$ cat config.mk
export PLATFORM = sky130hd
export DESIGN_NAME = fcs_host
export DESIGN_NICKNAME = d
export VERILOG_FILES = /design/src/verilog/fcs_pkg.sv /design/src/verilog/fcs_cycle.sv /design/src/verilog/fcs_host.sv
export SDC_FILE = /design/constraint.sdc
export NUM_CORES = 1
export LEC_CHECK = 0
export BUFFER_PORTS_ARGS = -buffer_cell sky130_fd_sc_hd__buf_2
export CORE_MARGIN = 10
export CORE_UTILIZATION = 30
export CTS_CLUSTER_DIAMETER = 200
export DETAILED_ROUTE_END_ITERATION = 8
export SYNTH_ARGS = -nofsm -noshare
export SYNTH_HDL_FRONTEND = slang
export SYNTH_SLANG_ARGS = --single-unit
$ cat constraint.sdc
create_clock -name clk_in -period 2.3 [get_ports clk_in]
set_clock_uncertainty 0.1 [all_clocks]
set_input_delay 0.115 -clock clk_in [delete_from_list [all_inputs] [get_ports clk_in]]
set_output_delay 0.115 -clock clk_in [all_outputs]
set_load 0.1 [all_outputs]
$ cat src/verilog/fcs_pkg.sv
// shared constants, types and register map of the flash command sequencer
package fcs_pkg;
  localparam int CLK_PERIOD_NS = 8;
  // strobe low time and its count of clock cycles, rounded up
  localparam int STROBE_NS = 64;
  localparam int STROBE_CYC = (STROBE_NS + CLK_PERIOD_NS - 1) / CLK_PERIOD_NS;
  localparam int ADDR_W = 19;
  localparam logic [ADDR_W-1:0] UNLOCK1_ADDR = 19'h05555;
  localparam logic [ADDR_W-1:0] UNLOCK2_ADDR = 19'h02aaa;
  // command bytes
  localparam logic [7:0] CMD_UNLOCK1 = 8'haa;
  localparam logic [7:0] CMD_UNLOCK2 = 8'h55;
  localparam logic [7:0] CMD_PROGRAM = 8'ha0;
  localparam logic [7:0] CMD_ERASE_SETUP = 8'h80;
  localparam logic [7:0] CMD_BLOCK_CONFIRM = 8'h30;
  localparam logic [7:0] CMD_CHIP_CONFIRM = 8'h10;
  localparam logic [7:0] CMD_SUSPEND = 8'hb0;
  localparam logic [7:0] CMD_RESUME = 8'h30;
  localparam logic [7:0] CMD_READ_RESET = 8'hf0;
  // controller status byte fields
  localparam int TOGGLE_BIT = 6;
  localparam int ERROR_BIT = 5;
  localparam logic [7:0] STATUS_VALID_MASK = 8'hec;
  // own register map, byte offsets
  localparam logic [7:0] REG_CTRL = 8'h00;
  localparam logic [7:0] REG_ADDR = 8'h04;
  localparam logic [7:0] REG_WDATA = 8'h08;
  localparam logic [7:0] REG_STATUS = 8'h0c;
  localparam logic [7:0] REG_RDATA = 8'h10;
  localparam logic [7:0] REG_SBYTE = 8'h14;
  // reset values
  localparam logic [ADDR_W-1:0] ADDR_RST = 19'h00000;
  localparam logic [7:0] BYTE_RST = 8'h00;
  localparam logic [31:0] WORD_RST = 32'h00000000;
  localparam logic [2:0] STEP_RST = 3'h0;
  localparam logic [15:0] POLL_RST = 16'h0000;
  typedef enum logic [2:0] {
    OP_READ = 3'h0, OP_PROGRAM = 3'h1, OP_BLOCK_ERASE = 3'h2,
    OP_CHIP_ERASE = 3'h3, OP_SUSPEND = 3'h4, OP_RESUME = 3'h5,
    OP_RESET = 3'h6, OP_UNLOCK_RESET = 3'h7
  } fcs_op_e;
  typedef enum logic [2:0] {
    SQ_IDLE = 3'b000, SQ_WRITE = 3'b001, SQ_POLL_A = 3'b011,
    SQ_POLL_B = 3'b010, SQ_FINAL = 3'b110, SQ_READ = 3'b100
  } fcs_sq_e;
  typedef enum logic [1:0] {
    CY_IDLE = 2'b00, CY_SETUP = 2'b01, CY_STROBE = 2'b11, CY_HOLD = 2'b10
  } fcs_cy_e;
  typedef struct packed {
    logic [ADDR_W-1:0] addr;
    logic [7:0] dq;
    logic dq_oe;
    logic ce_b;
    logic oe_b;
    logic we_b;
  } fcs_pins_s;
  typedef struct packed {
    logic wr;
    logic [ADDR_W-1:0] addr;
    logic [7:0] data;
  } fcs_req_s;
endpackage : fcs_pkg

$ cat src/verilog/fcs_cycle.sv
// one read or write bus cycle on the flash pins
`timescale 1ns/1ps
`default_nettype none
module fcs_cycle (
  input wire logic clk_in,
  input wire logic rst_b_in,
  input wire logic start_in,
  input wire fcs_pkg::fcs_req_s req_in,
  input wire logic [7:0] dq_in,
  output fcs_pkg::fcs_pins_s pins_out,
  output logic done_out,
  output logic [7:0] rdata_out
);
  import fcs_pkg::*;
  fcs_cy_e phase_q;
  logic [7:0] cnt_q;
  logic wr_q;
  fcs_pins_s pins_q;
  logic [7:0] rdata_q;

  assign pins_out = pins_q;
  assign rdata_out = rdata_q;
  assign done_out = (phase_q == CY_HOLD);

  // phase sequence: setup, strobe low, hold
  always_ff @(posedge clk_in or negedge rst_b_in) begin
    if (!rst_b_in) begin
      phase_q <= CY_IDLE;
      cnt_q <= BYTE_RST;
      wr_q <= 1'b0;
    end else begin
      unique case (phase_q)
        CY_IDLE: begin
          if (start_in) begin
            phase_q <= CY_SETUP;
            wr_q <= req_in.wr;
          end
        end
        CY_SETUP: begin
          phase_q <= CY_STROBE;
          cnt_q <= 8'(STROBE_CYC - 1);
        end
        CY_STROBE: begin
          if (cnt_q == BYTE_RST) begin
            phase_q <= CY_HOLD;
          end else begin
            cnt_q <= cnt_q - 8'h01;
          end
        end
        CY_HOLD: begin
          phase_q <= CY_IDLE;
        end
      endcase
    end
  end

  // pin drive; each read pulses oe and ce, which steps the toggle bit
  always_ff @(posedge clk_in or negedge rst_b_in) begin
    if (!rst_b_in) begin
      pins_q <= '{addr: ADDR_RST, dq: BYTE_RST, dq_oe: 1'b0,
                  ce_b: 1'b1, oe_b: 1'b1, we_b: 1'b1};
    end else begin
      unique case (phase_q)
        CY_IDLE: begin
          if (start_in) begin
            pins_q.addr <= req_in.addr;
            pins_q.dq <= req_in.data;
            pins_q.dq_oe <= req_in.wr;
            pins_q.ce_b <= 1'b0;
          end
        end
        CY_SETUP: begin
          pins_q.we_b <= !wr_q;
          pins_q.oe_b <= wr_q;
        end
        CY_STROBE: begin
          if (cnt_q == BYTE_RST) begin
            pins_q.we_b <= 1'b1; // data still driven at the rising edge
            pins_q.oe_b <= 1'b1;
          end
        end
        CY_HOLD: begin
          pins_q.ce_b <= 1'b1;
          pins_q.dq_oe <= 1'b0;
        end
      endcase
    end
  end

  // capture read data at the end of the strobe
  always_ff @(posedge clk_in or negedge rst_b_in) begin
    if (!rst_b_in) begin
      rdata_q <= BYTE_RST;
    end else if (phase_q == CY_STROBE && cnt_q == BYTE_RST && !wr_q) begin
      rdata_q <= dq_in;
    end
  end
endmodule : fcs_cycle
`default_nettype wire

$ cat src/verilog/fcs_host.sv
// flash command sequencer: ahb-lite registers to flash command cycles
// Function
// - host masks status bit positions 0, 1 and 4 as reserved
// - program is unlock, unlock, a0h at 5555h, then data at target
// - erase is two unlocks, 80h, two unlocks, then 30h block or 10h chip
// - host polls at the programmed address or inside the erased block
// - host sees completion when two reads give equal toggle bits
`timescale 1ns/1ps
`default_nettype none
module fcs_host #(
  parameter logic [15:0] POLL_LIMIT = 16'hffff
) (
  input wire logic clk_in,
  input wire logic rst_b_in,
  input wire logic hsel_in,
  input wire logic [31:0] haddr_in,
  input wire logic [1:0] htrans_in,
  input wire logic hwrite_in,
  input wire logic [2:0] hsize_in,
  input wire logic hready_in,
  input wire logic [31:0] hwdata_in,
  output logic [31:0] hrdata_out,
  output logic hreadyout_out,
  output logic hresp_out,
  output fcs_pkg::fcs_pins_s flash_out,
  input wire logic [7:0] flash_dq_in,
  output logic flash_rp_b_out
);
  import fcs_pkg::*;

  fcs_sq_e state_q;
  fcs_op_e op_q;
  logic [ADDR_W-1:0] addr_q;
  logic [7:0] wdata_q;
  logic [7:0] rdata_q;
  logic [7:0] first_q;
  logic [2:0] step_q;
  logic [15:0] poll_cnt_q;
  logic launched_q;
  logic err_seen_q;
  logic done_q;
  logic fail_q;
  logic tmo_q;
  logic rp_b_q;
  logic ap_wr_q;
  logic [7:0] ap_addr_q;
  logic [31:0] hrdata_q;
  logic cyc_start;
  logic cyc_done;
  logic [7:0] cyc_rdata;
  fcs_req_s cyc_req;
  logic busy;
  logic go;
  logic last_step;
  logic tog_eq;
  logic ev_fail;
  logic ev_tmo;
  logic ev_fin;

  // number of command writes for each operation
  function automatic logic [2:0] step_count(input fcs_op_e op);
    logic [2:0] n;
    n = 3'h1;
    unique case (op)
      OP_PROGRAM: n = 3'h4;
      OP_BLOCK_ERASE, OP_CHIP_ERASE: n = 3'h6;
      OP_UNLOCK_RESET: n = 3'h3;
      OP_READ, OP_SUSPEND, OP_RESUME, OP_RESET: n = 3'h1;
    endcase
    return n;
  endfunction : step_count

  // operations that leave the device busy, so completion is polled
  function automatic logic needs_poll(input fcs_op_e op);
    return op inside {OP_PROGRAM, OP_BLOCK_ERASE, OP_CHIP_ERASE,
                      OP_SUSPEND, OP_RESUME};
  endfunction : needs_poll

  // address and data of one command write
  function automatic fcs_req_s step_req(input fcs_op_e op,
      input logic [2:0] s, input logic [ADDR_W-1:0] a, input logic [7:0] d);
    fcs_req_s r;
    r = '{wr: 1'b1, addr: UNLOCK1_ADDR, data: CMD_UNLOCK1};
    if (step_count(op) == 3'h1) begin
      r.addr = a;
      r.data = (op == OP_SUSPEND) ? CMD_SUSPEND :
               (op == OP_RESUME) ? CMD_RESUME : CMD_READ_RESET;
    end else if (s == 3'h1 || s == 3'h4) begin
      r.addr = UNLOCK2_ADDR;
      r.data = CMD_UNLOCK2;
    end else if (s == 3'h2) begin
      r.data = (op == OP_PROGRAM) ? CMD_PROGRAM :
               (op == OP_UNLOCK_RESET) ? CMD_READ_RESET : CMD_ERASE_SETUP;
    end else if (s == 3'h3 && op == OP_PROGRAM) begin
      r.addr = a;
      r.data = d;
    end else if (s == 3'h5) begin
      r.addr = (op == OP_BLOCK_ERASE) ? a : UNLOCK1_ADDR;
      r.data = (op == OP_BLOCK_ERASE) ? CMD_BLOCK_CONFIRM : CMD_CHIP_CONFIRM;
    end
    return r;
  endfunction : step_req

  // bus cycle engine
  fcs_cycle u_cycle (
    .clk_in(clk_in),
    .rst_b_in(rst_b_in),
    .start_in(cyc_start),
    .req_in(cyc_req),
    .dq_in(flash_dq_in),
    .pins_out(flash_out),
    .done_out(cyc_done),
    .rdata_out(cyc_rdata)
  );

  // sequencing terms
  assign busy = (state_q != SQ_IDLE);
  assign go = ap_wr_q && ap_addr_q == REG_CTRL && !busy;
  assign last_step = (step_q == step_count(op_q) - 3'h1);
  assign tog_eq = (first_q[TOGGLE_BIT] == cyc_rdata[TOGGLE_BIT]);
  assign cyc_start = busy && !launched_q;
  assign ev_fail = cyc_done && state_q == SQ_POLL_B && !tog_eq
                   && cyc_rdata[ERROR_BIT] && err_seen_q;
  assign ev_tmo = cyc_done && state_q == SQ_POLL_A
                  && poll_cnt_q == POLL_LIMIT;
  assign ev_fin = ev_fail || ev_tmo || (cyc_done && (state_q == SQ_FINAL
                  || state_q == SQ_READ || (state_q == SQ_WRITE
                  && last_step && !needs_poll(op_q))));

  // command writes come from the step table, reads use the target address
  always_comb begin
    cyc_req = '{wr: 1'b0, addr: addr_q, data: BYTE_RST};
    if (state_q == SQ_WRITE) begin
      cyc_req = step_req(op_q, step_q, addr_q, wdata_q);
    end
  end

  // operation state machine
  always_ff @(posedge clk_in or negedge rst_b_in) begin
    if (!rst_b_in) begin
      state_q <= SQ_IDLE;
      op_q <= OP_READ;
      step_q <= STEP_RST;
    end else begin
      unique case (state_q)
        SQ_IDLE: begin
          if (go) begin
            op_q <= fcs_op_e'(hwdata_in[2:0]);
            step_q <= STEP_RST;
            state_q <= (hwdata_in[2:0] == OP_READ) ? SQ_READ : SQ_WRITE;
          end
        end
        SQ_WRITE: begin
          if (cyc_done) begin
            step_q <= step_q + 3'h1;
            if (last_step) begin
              // status is only meaningful after the last command write
              state_q <= needs_poll(op_q) ? SQ_POLL_A : SQ_IDLE;
            end
          end
        end
        SQ_POLL_A: begin
          if (cyc_done) begin
            state_q <= ev_tmo ? SQ_IDLE : SQ_POLL_B;
          end
        end
        SQ_POLL_B: begin
          if (cyc_done) begin
            if (tog_eq) begin
              state_q <= SQ_FINAL;
            end else if (ev_fail) begin
              state_q <= SQ_IDLE;
            end else begin
              state_q <= SQ_POLL_A;
            end
          end
        end
        SQ_FINAL, SQ_READ: begin
          if (cyc_done) begin
            state_q <= SQ_IDLE;
          end
        end
        default: begin
          state_q <= SQ_IDLE;
        end
      endcase
    end
  end

  // one bus cycle launched per step
  always_ff @(posedge clk_in or negedge rst_b_in) begin
    if (!rst_b_in) begin
      launched_q <= 1'b0;
    end else if (cyc_done) begin
      launched_q <= 1'b0;
    end else if (cyc_start) begin
      launched_q <= 1'b1;
    end
  end

  // toggle pair tracking, error retry and poll count
  always_ff @(posedge clk_in or negedge rst_b_in) begin
    if (!rst_b_in) begin
      first_q <= BYTE_RST;
      err_seen_q <= 1'b0;
      poll_cnt_q <= POLL_RST;
    end else if (go) begin
      err_seen_q <= 1'b0;
      poll_cnt_q <= POLL_RST;
    end else if (cyc_done && state_q == SQ_POLL_A) begin
      first_q <= cyc_rdata;
      poll_cnt_q <= poll_cnt_q + 16'h0001;
    end else if (cyc_done && state_q == SQ_POLL_B && !tog_eq) begin
      // error bit seen while toggling: one more pair decides failure
      err_seen_q <= err_seen_q | cyc_rdata[ERROR_BIT];
    end
  end

  // last byte read from the device
  always_ff @(posedge clk_in or negedge rst_b_in) begin
    if (!rst_b_in) begin
      rdata_q <= BYTE_RST;
    end else if (cyc_done && !cyc_req.wr) begin
      rdata_q <= cyc_rdata;
    end
  end

  // sticky status flags; completion wins over a software clear
  always_ff @(posedge clk_in or negedge rst_b_in) begin
    if (!rst_b_in) begin
      done_q <= 1'b0;
      fail_q <= 1'b0;
      tmo_q <= 1'b0;
    end else begin
      if (ev_fin) begin
        done_q <= 1'b1;
      end else if (ap_wr_q && ap_addr_q == REG_STATUS && hwdata_in[1]) begin
        done_q <= 1'b0;
      end
      if (go) begin
        fail_q <= 1'b0;
        tmo_q <= 1'b0;
      end else begin
        fail_q <= fail_q | ev_fail;
        tmo_q <= tmo_q | ev_tmo;
      end
    end
  end

  // reset pin released one clock after controller reset
  always_ff @(posedge clk_in or negedge rst_b_in) begin
    if (!rst_b_in) begin
      rp_b_q <= 1'b0;
    end else begin
      rp_b_q <= 1'b1;
    end
  end
  assign flash_rp_b_out = rp_b_q;

  // ahb-lite address phase capture and registered read data
  always_ff @(posedge clk_in or negedge rst_b_in) begin
    if (!rst_b_in) begin
      ap_wr_q <= 1'b0;
      ap_addr_q <= BYTE_RST;
      hrdata_q <= WORD_RST;
    end else begin
      ap_wr_q <= 1'b0;
      if (hsel_in && htrans_in[1] && hready_in) begin
        ap_wr_q <= hwrite_in && hsize_in == 3'b010;
        ap_addr_q <= haddr_in[7:0];
        hrdata_q <= WORD_RST;
        if (!hwrite_in && haddr_in[31:8] == 24'h000000) begin
          unique case (haddr_in[7:0])
            REG_CTRL: hrdata_q <= {29'h0, op_q};
            REG_ADDR: hrdata_q <= {13'h0, addr_q};
            REG_WDATA: hrdata_q <= {24'h0, wdata_q};
            REG_STATUS: hrdata_q <= {28'h0, tmo_q, fail_q, done_q, busy};
            REG_RDATA: hrdata_q <= {24'h0, rdata_q};
            REG_SBYTE: hrdata_q <= {24'h0, rdata_q & STATUS_VALID_MASK};
            default: hrdata_q <= WORD_RST;
          endcase
        end
      end
    end
  end
  assign hrdata_out = hrdata_q;
  assign hreadyout_out = 1'b1;
  assign hresp_out = 1'b0;

  // target address and data, frozen while an operation runs
  always_ff @(posedge clk_in or negedge rst_b_in) begin
    if (!rst_b_in) begin
      addr_q <= ADDR_RST;
      wdata_q <= BYTE_RST;
    end else if (ap_wr_q && !busy) begin
      if (ap_addr_q == REG_ADDR) begin
        addr_q <= hwdata_in[ADDR_W-1:0];
      end
      if (ap_addr_q == REG_WDATA) begin
        wdata_q <= hwdata_in[7:0];
      end
    end
  end
endmodule : fcs_host
`default_nettype wire

==> qor.txt <==
Core box area: 22600 sq um
Total number of vias: 5365
Worst-Skew Late Latency: 0.42 ns
Clock transition at the registers of the reported paths: 0.06 ns
Area growth from synthesis to layout: 30.7%
Leading cell type in the layout, fill and taps excluded: dfrtp_1
M1 wire length: 8360 microns
Crit path cell chain: inv_1 > ha_1 > nor4b_1 > nand2_1 > or3_1 > buf_4 > mux2_1
Routed wl met2: 8330 microns
TritonCTS clock tree: done
Pre-CTS setup slack: 0.131 ns
Die W: 171 microns
Via/cell ratio: 4.85
CP max-delay cell: dfrtp_1
Height of the chip: 171 microns
Max Cap Viol: 0
Post-route DRC violation count: 0
Fraction of registers with async set/reset: 100%
Max Fclk: 458 MHz
Minimum clock period: 2.18 ns
Crit path capture type: register
RSZ-0062 raised after global routing: false
# port buffers: 118
Setup_tns: 0 ns
Cell variety after synth: 65
Crit path DAT: 2.39 ns
Hold Path Class: input port to asynchronous set/reset pin
Most frequent cells in the layout: 142 x dfrtp_1, 117 x buf_2, 61 x nor2_1
Die ar.: 29400 sq um
FF-to-FF End: u_cycle.rdata_out[0]
Share of the clock period used by the worst path: 94.9%
First-pass GRT wire length: 28900 microns
Largest net degree at the start of global routing: 56
Mapped Cells: 631
XOR/XNOR Fraction of Synth Area: 2.54%
H-tree Lvls: 4
Ports: 148
Syn_area_per_cell: 10.9 sq um
CP Capture Point: u_cycle.rdata_out[0]
Worst r2r src: u_cycle.cnt_q[0]
Largest stage delay, worst path: 0.40 ns
Share of post-route cells with drive strength above 1: 31.4%
Drt pass-1 iters: 5
Nets: 899
#FFs+latches synth: 145
Initial antenna violation count: 3
Mapped Area: 6880 sq um
Pins Over Slew Limit: 0
Setup crit start: u_cycle.cnt_q[0]
Mux contribution to synthesized area: 10.2%
TritonCTS Buffers: 17
Status: complete, no violations
Power per cell area: 1020 nW/um^2
Compound-Gate Fraction of Synth Area: 11.7%
Peak supply drop: 0.469 mV
CP Launch Type: register
CTS root buf: clkbuf_16
Vias in the first global route: 5362
Post-Synth Simple-Gate Area: 16.5%
Slew headroom: 58.8%
WL met3: 1400 microns
Post-synth EDFFs: 0
Starting Density: 30.4%
Site Rows: 55
CTS Sinks: 145
Crit path required time: 2.50 ns
Largest family of logic cells by synthesized area: simple AND/OR/NAND/NOR gates
GP Congestion: 0.844
Tot Pwr: 9.20 mW
Crit Path Class: register to register
Fin. Hold Viols: 0
Final worst-path setup slack: 0.117 ns
DRT iter0 DRCs: 330
Detailed placement HPWL: 13400 microns
Reg2Reg Setup Slack: 0.12 ns
Post-Synth Adder-Cell Area: 1.64%
Top_reg_cell synth: dfrtp_1
Wire per inst: 16.4 microns
Cells on worst reg2reg path: 7
DRT Wirelength: 18200 microns
Clk buf depth: 2
DR top layer: met5
Count of final setup violators: 0
GRT overflow: 0
Crit-path max FO: 8
Leak Pwr: 4.11 nW
Worst-margin pin slew: 0.616 ns
Sequential share of the synthesized area: 52.8%
Final ANT Viol Nets: 0
Yosys warnings: 0
Total GRT Usage: 12.4%
## state kept, by name, summed over array words and instances (netlist names), 2 cells and up
name               flops
op_q                   3
wdata_q                8
state_q                3
u_cycle.cnt_q          8
poll_cnt_q            16
u_cycle.pins_out      31
ap_addr_q              8
u_cycle.phase_q        2
u_cycle.rdata_out      8
rdata_q                8
step_q                 3
addr_q                19
hrdata_out            19
## worst min-delay path by stage
stage                     start                    to  slack (ns)  cells past startpoint
finish                 rst_b_in        hrdata_out[12]        0.07                      2
global route        haddr_in[2]          ap_addr_q[2]        0.07                      2
detailed placement     rst_b_in  u_cycle.pins_out[28]       -0.04                      1
global placement       rst_b_in        hrdata_out[12]       -0.04                      1
floorplan              rst_b_in             addr_q[0]       -0.28                      0
CTS                 haddr_in[3]          ap_addr_q[3]        0.04                      2
## routing by layer
metal / vias up / GRT usage [%]
met5: - / 0
met4: 2 / 3.29
met3: 9 / 4.06
met2: 134 / 18.8
met1: 2617 / 16.5
li1: 2603 / -
## what timing repair did
action | CTS | global route
resized for setup | 0 | 1
hold buffers | 35 | 0
endpoints found under the hold margin | 186 | 0
setup endpoints to repair | 0 | 7
buffers inserted | 0 | 0
## report_power, final
part,switching [mW],leakage (nW),total (mW),internal (mW)
registers,0.298,1.81,3.25,2.95
clock network,1.04,0.332,3.09,2.05
logic,2.16,1.97,2.86,0.700
total,3.49,4.11,9.20,5.70
## cell families after synthesis
logic type	after synthesis
flip-flops	145
buffers and inverters	60
AND/OR/NAND/NOR	214
adder cells (fa/ha/maj)	9
XOR/XNOR	20
multiplexers	57
AO/OA/AOI/OAI	124
other	2
## through the flow
stage | std cells | instance area, sq um | util, % | hold WS, ns
after floorplan | 645 | 6940 | - | -0.281
after global placement | 1039 | 7960 | 35.1 | -0.0376
after detailed placement | 1039 | 7960 | 35.1 | -0.0375
after CTS | 1106 | 8980 | 39.7 | 0.0401
after global routing | 1107 | 8990 | 39.7 | 0.0702
final | 1107 | 8990 | 39.7 | 0.0728
## synthesized netlist by cell type, drive strengths merged, types with 14 or more instances
cell type  count  area [sq um]
a21oi         27           139
buf           20           159
clkbuf        26           108
dfrtp        142          3550
inv           14          52.6
mux2          53           634
nand2         49           184
nand3         18          95.1
nor2          61           229
nor3          17          96.4
nor4          15           136
o21ai         39           195
## worst max-delay path: cells and delay by family, from the launching register on
family	cells	cell delay [ns]
flops	1	0.40
simple gates	3	0.79
buf+inv	2	0.30
fa+ha+maj	1	0.17
mux	1	0.31
## area by class of cell
| cell class | instances | area, sq um |
|---|---|---|
| Timing Repair Buffer | 190 | 1270 |
| Fill cell | 2212 | 13600 |
| Clock buffer | 25 | 536 |
| Inverter | 14 | 52.6 |
| Multi-Input combinational cell | 440 | 3000 |
| Antenna cell | 1 | 2.50 |
| Sequential cell | 145 | 3630 |
| Tap cell | 285 | 357 |
| Clock inverter | 7 | 141 |
Note: power is estimated with default switching activity, not from simulation.
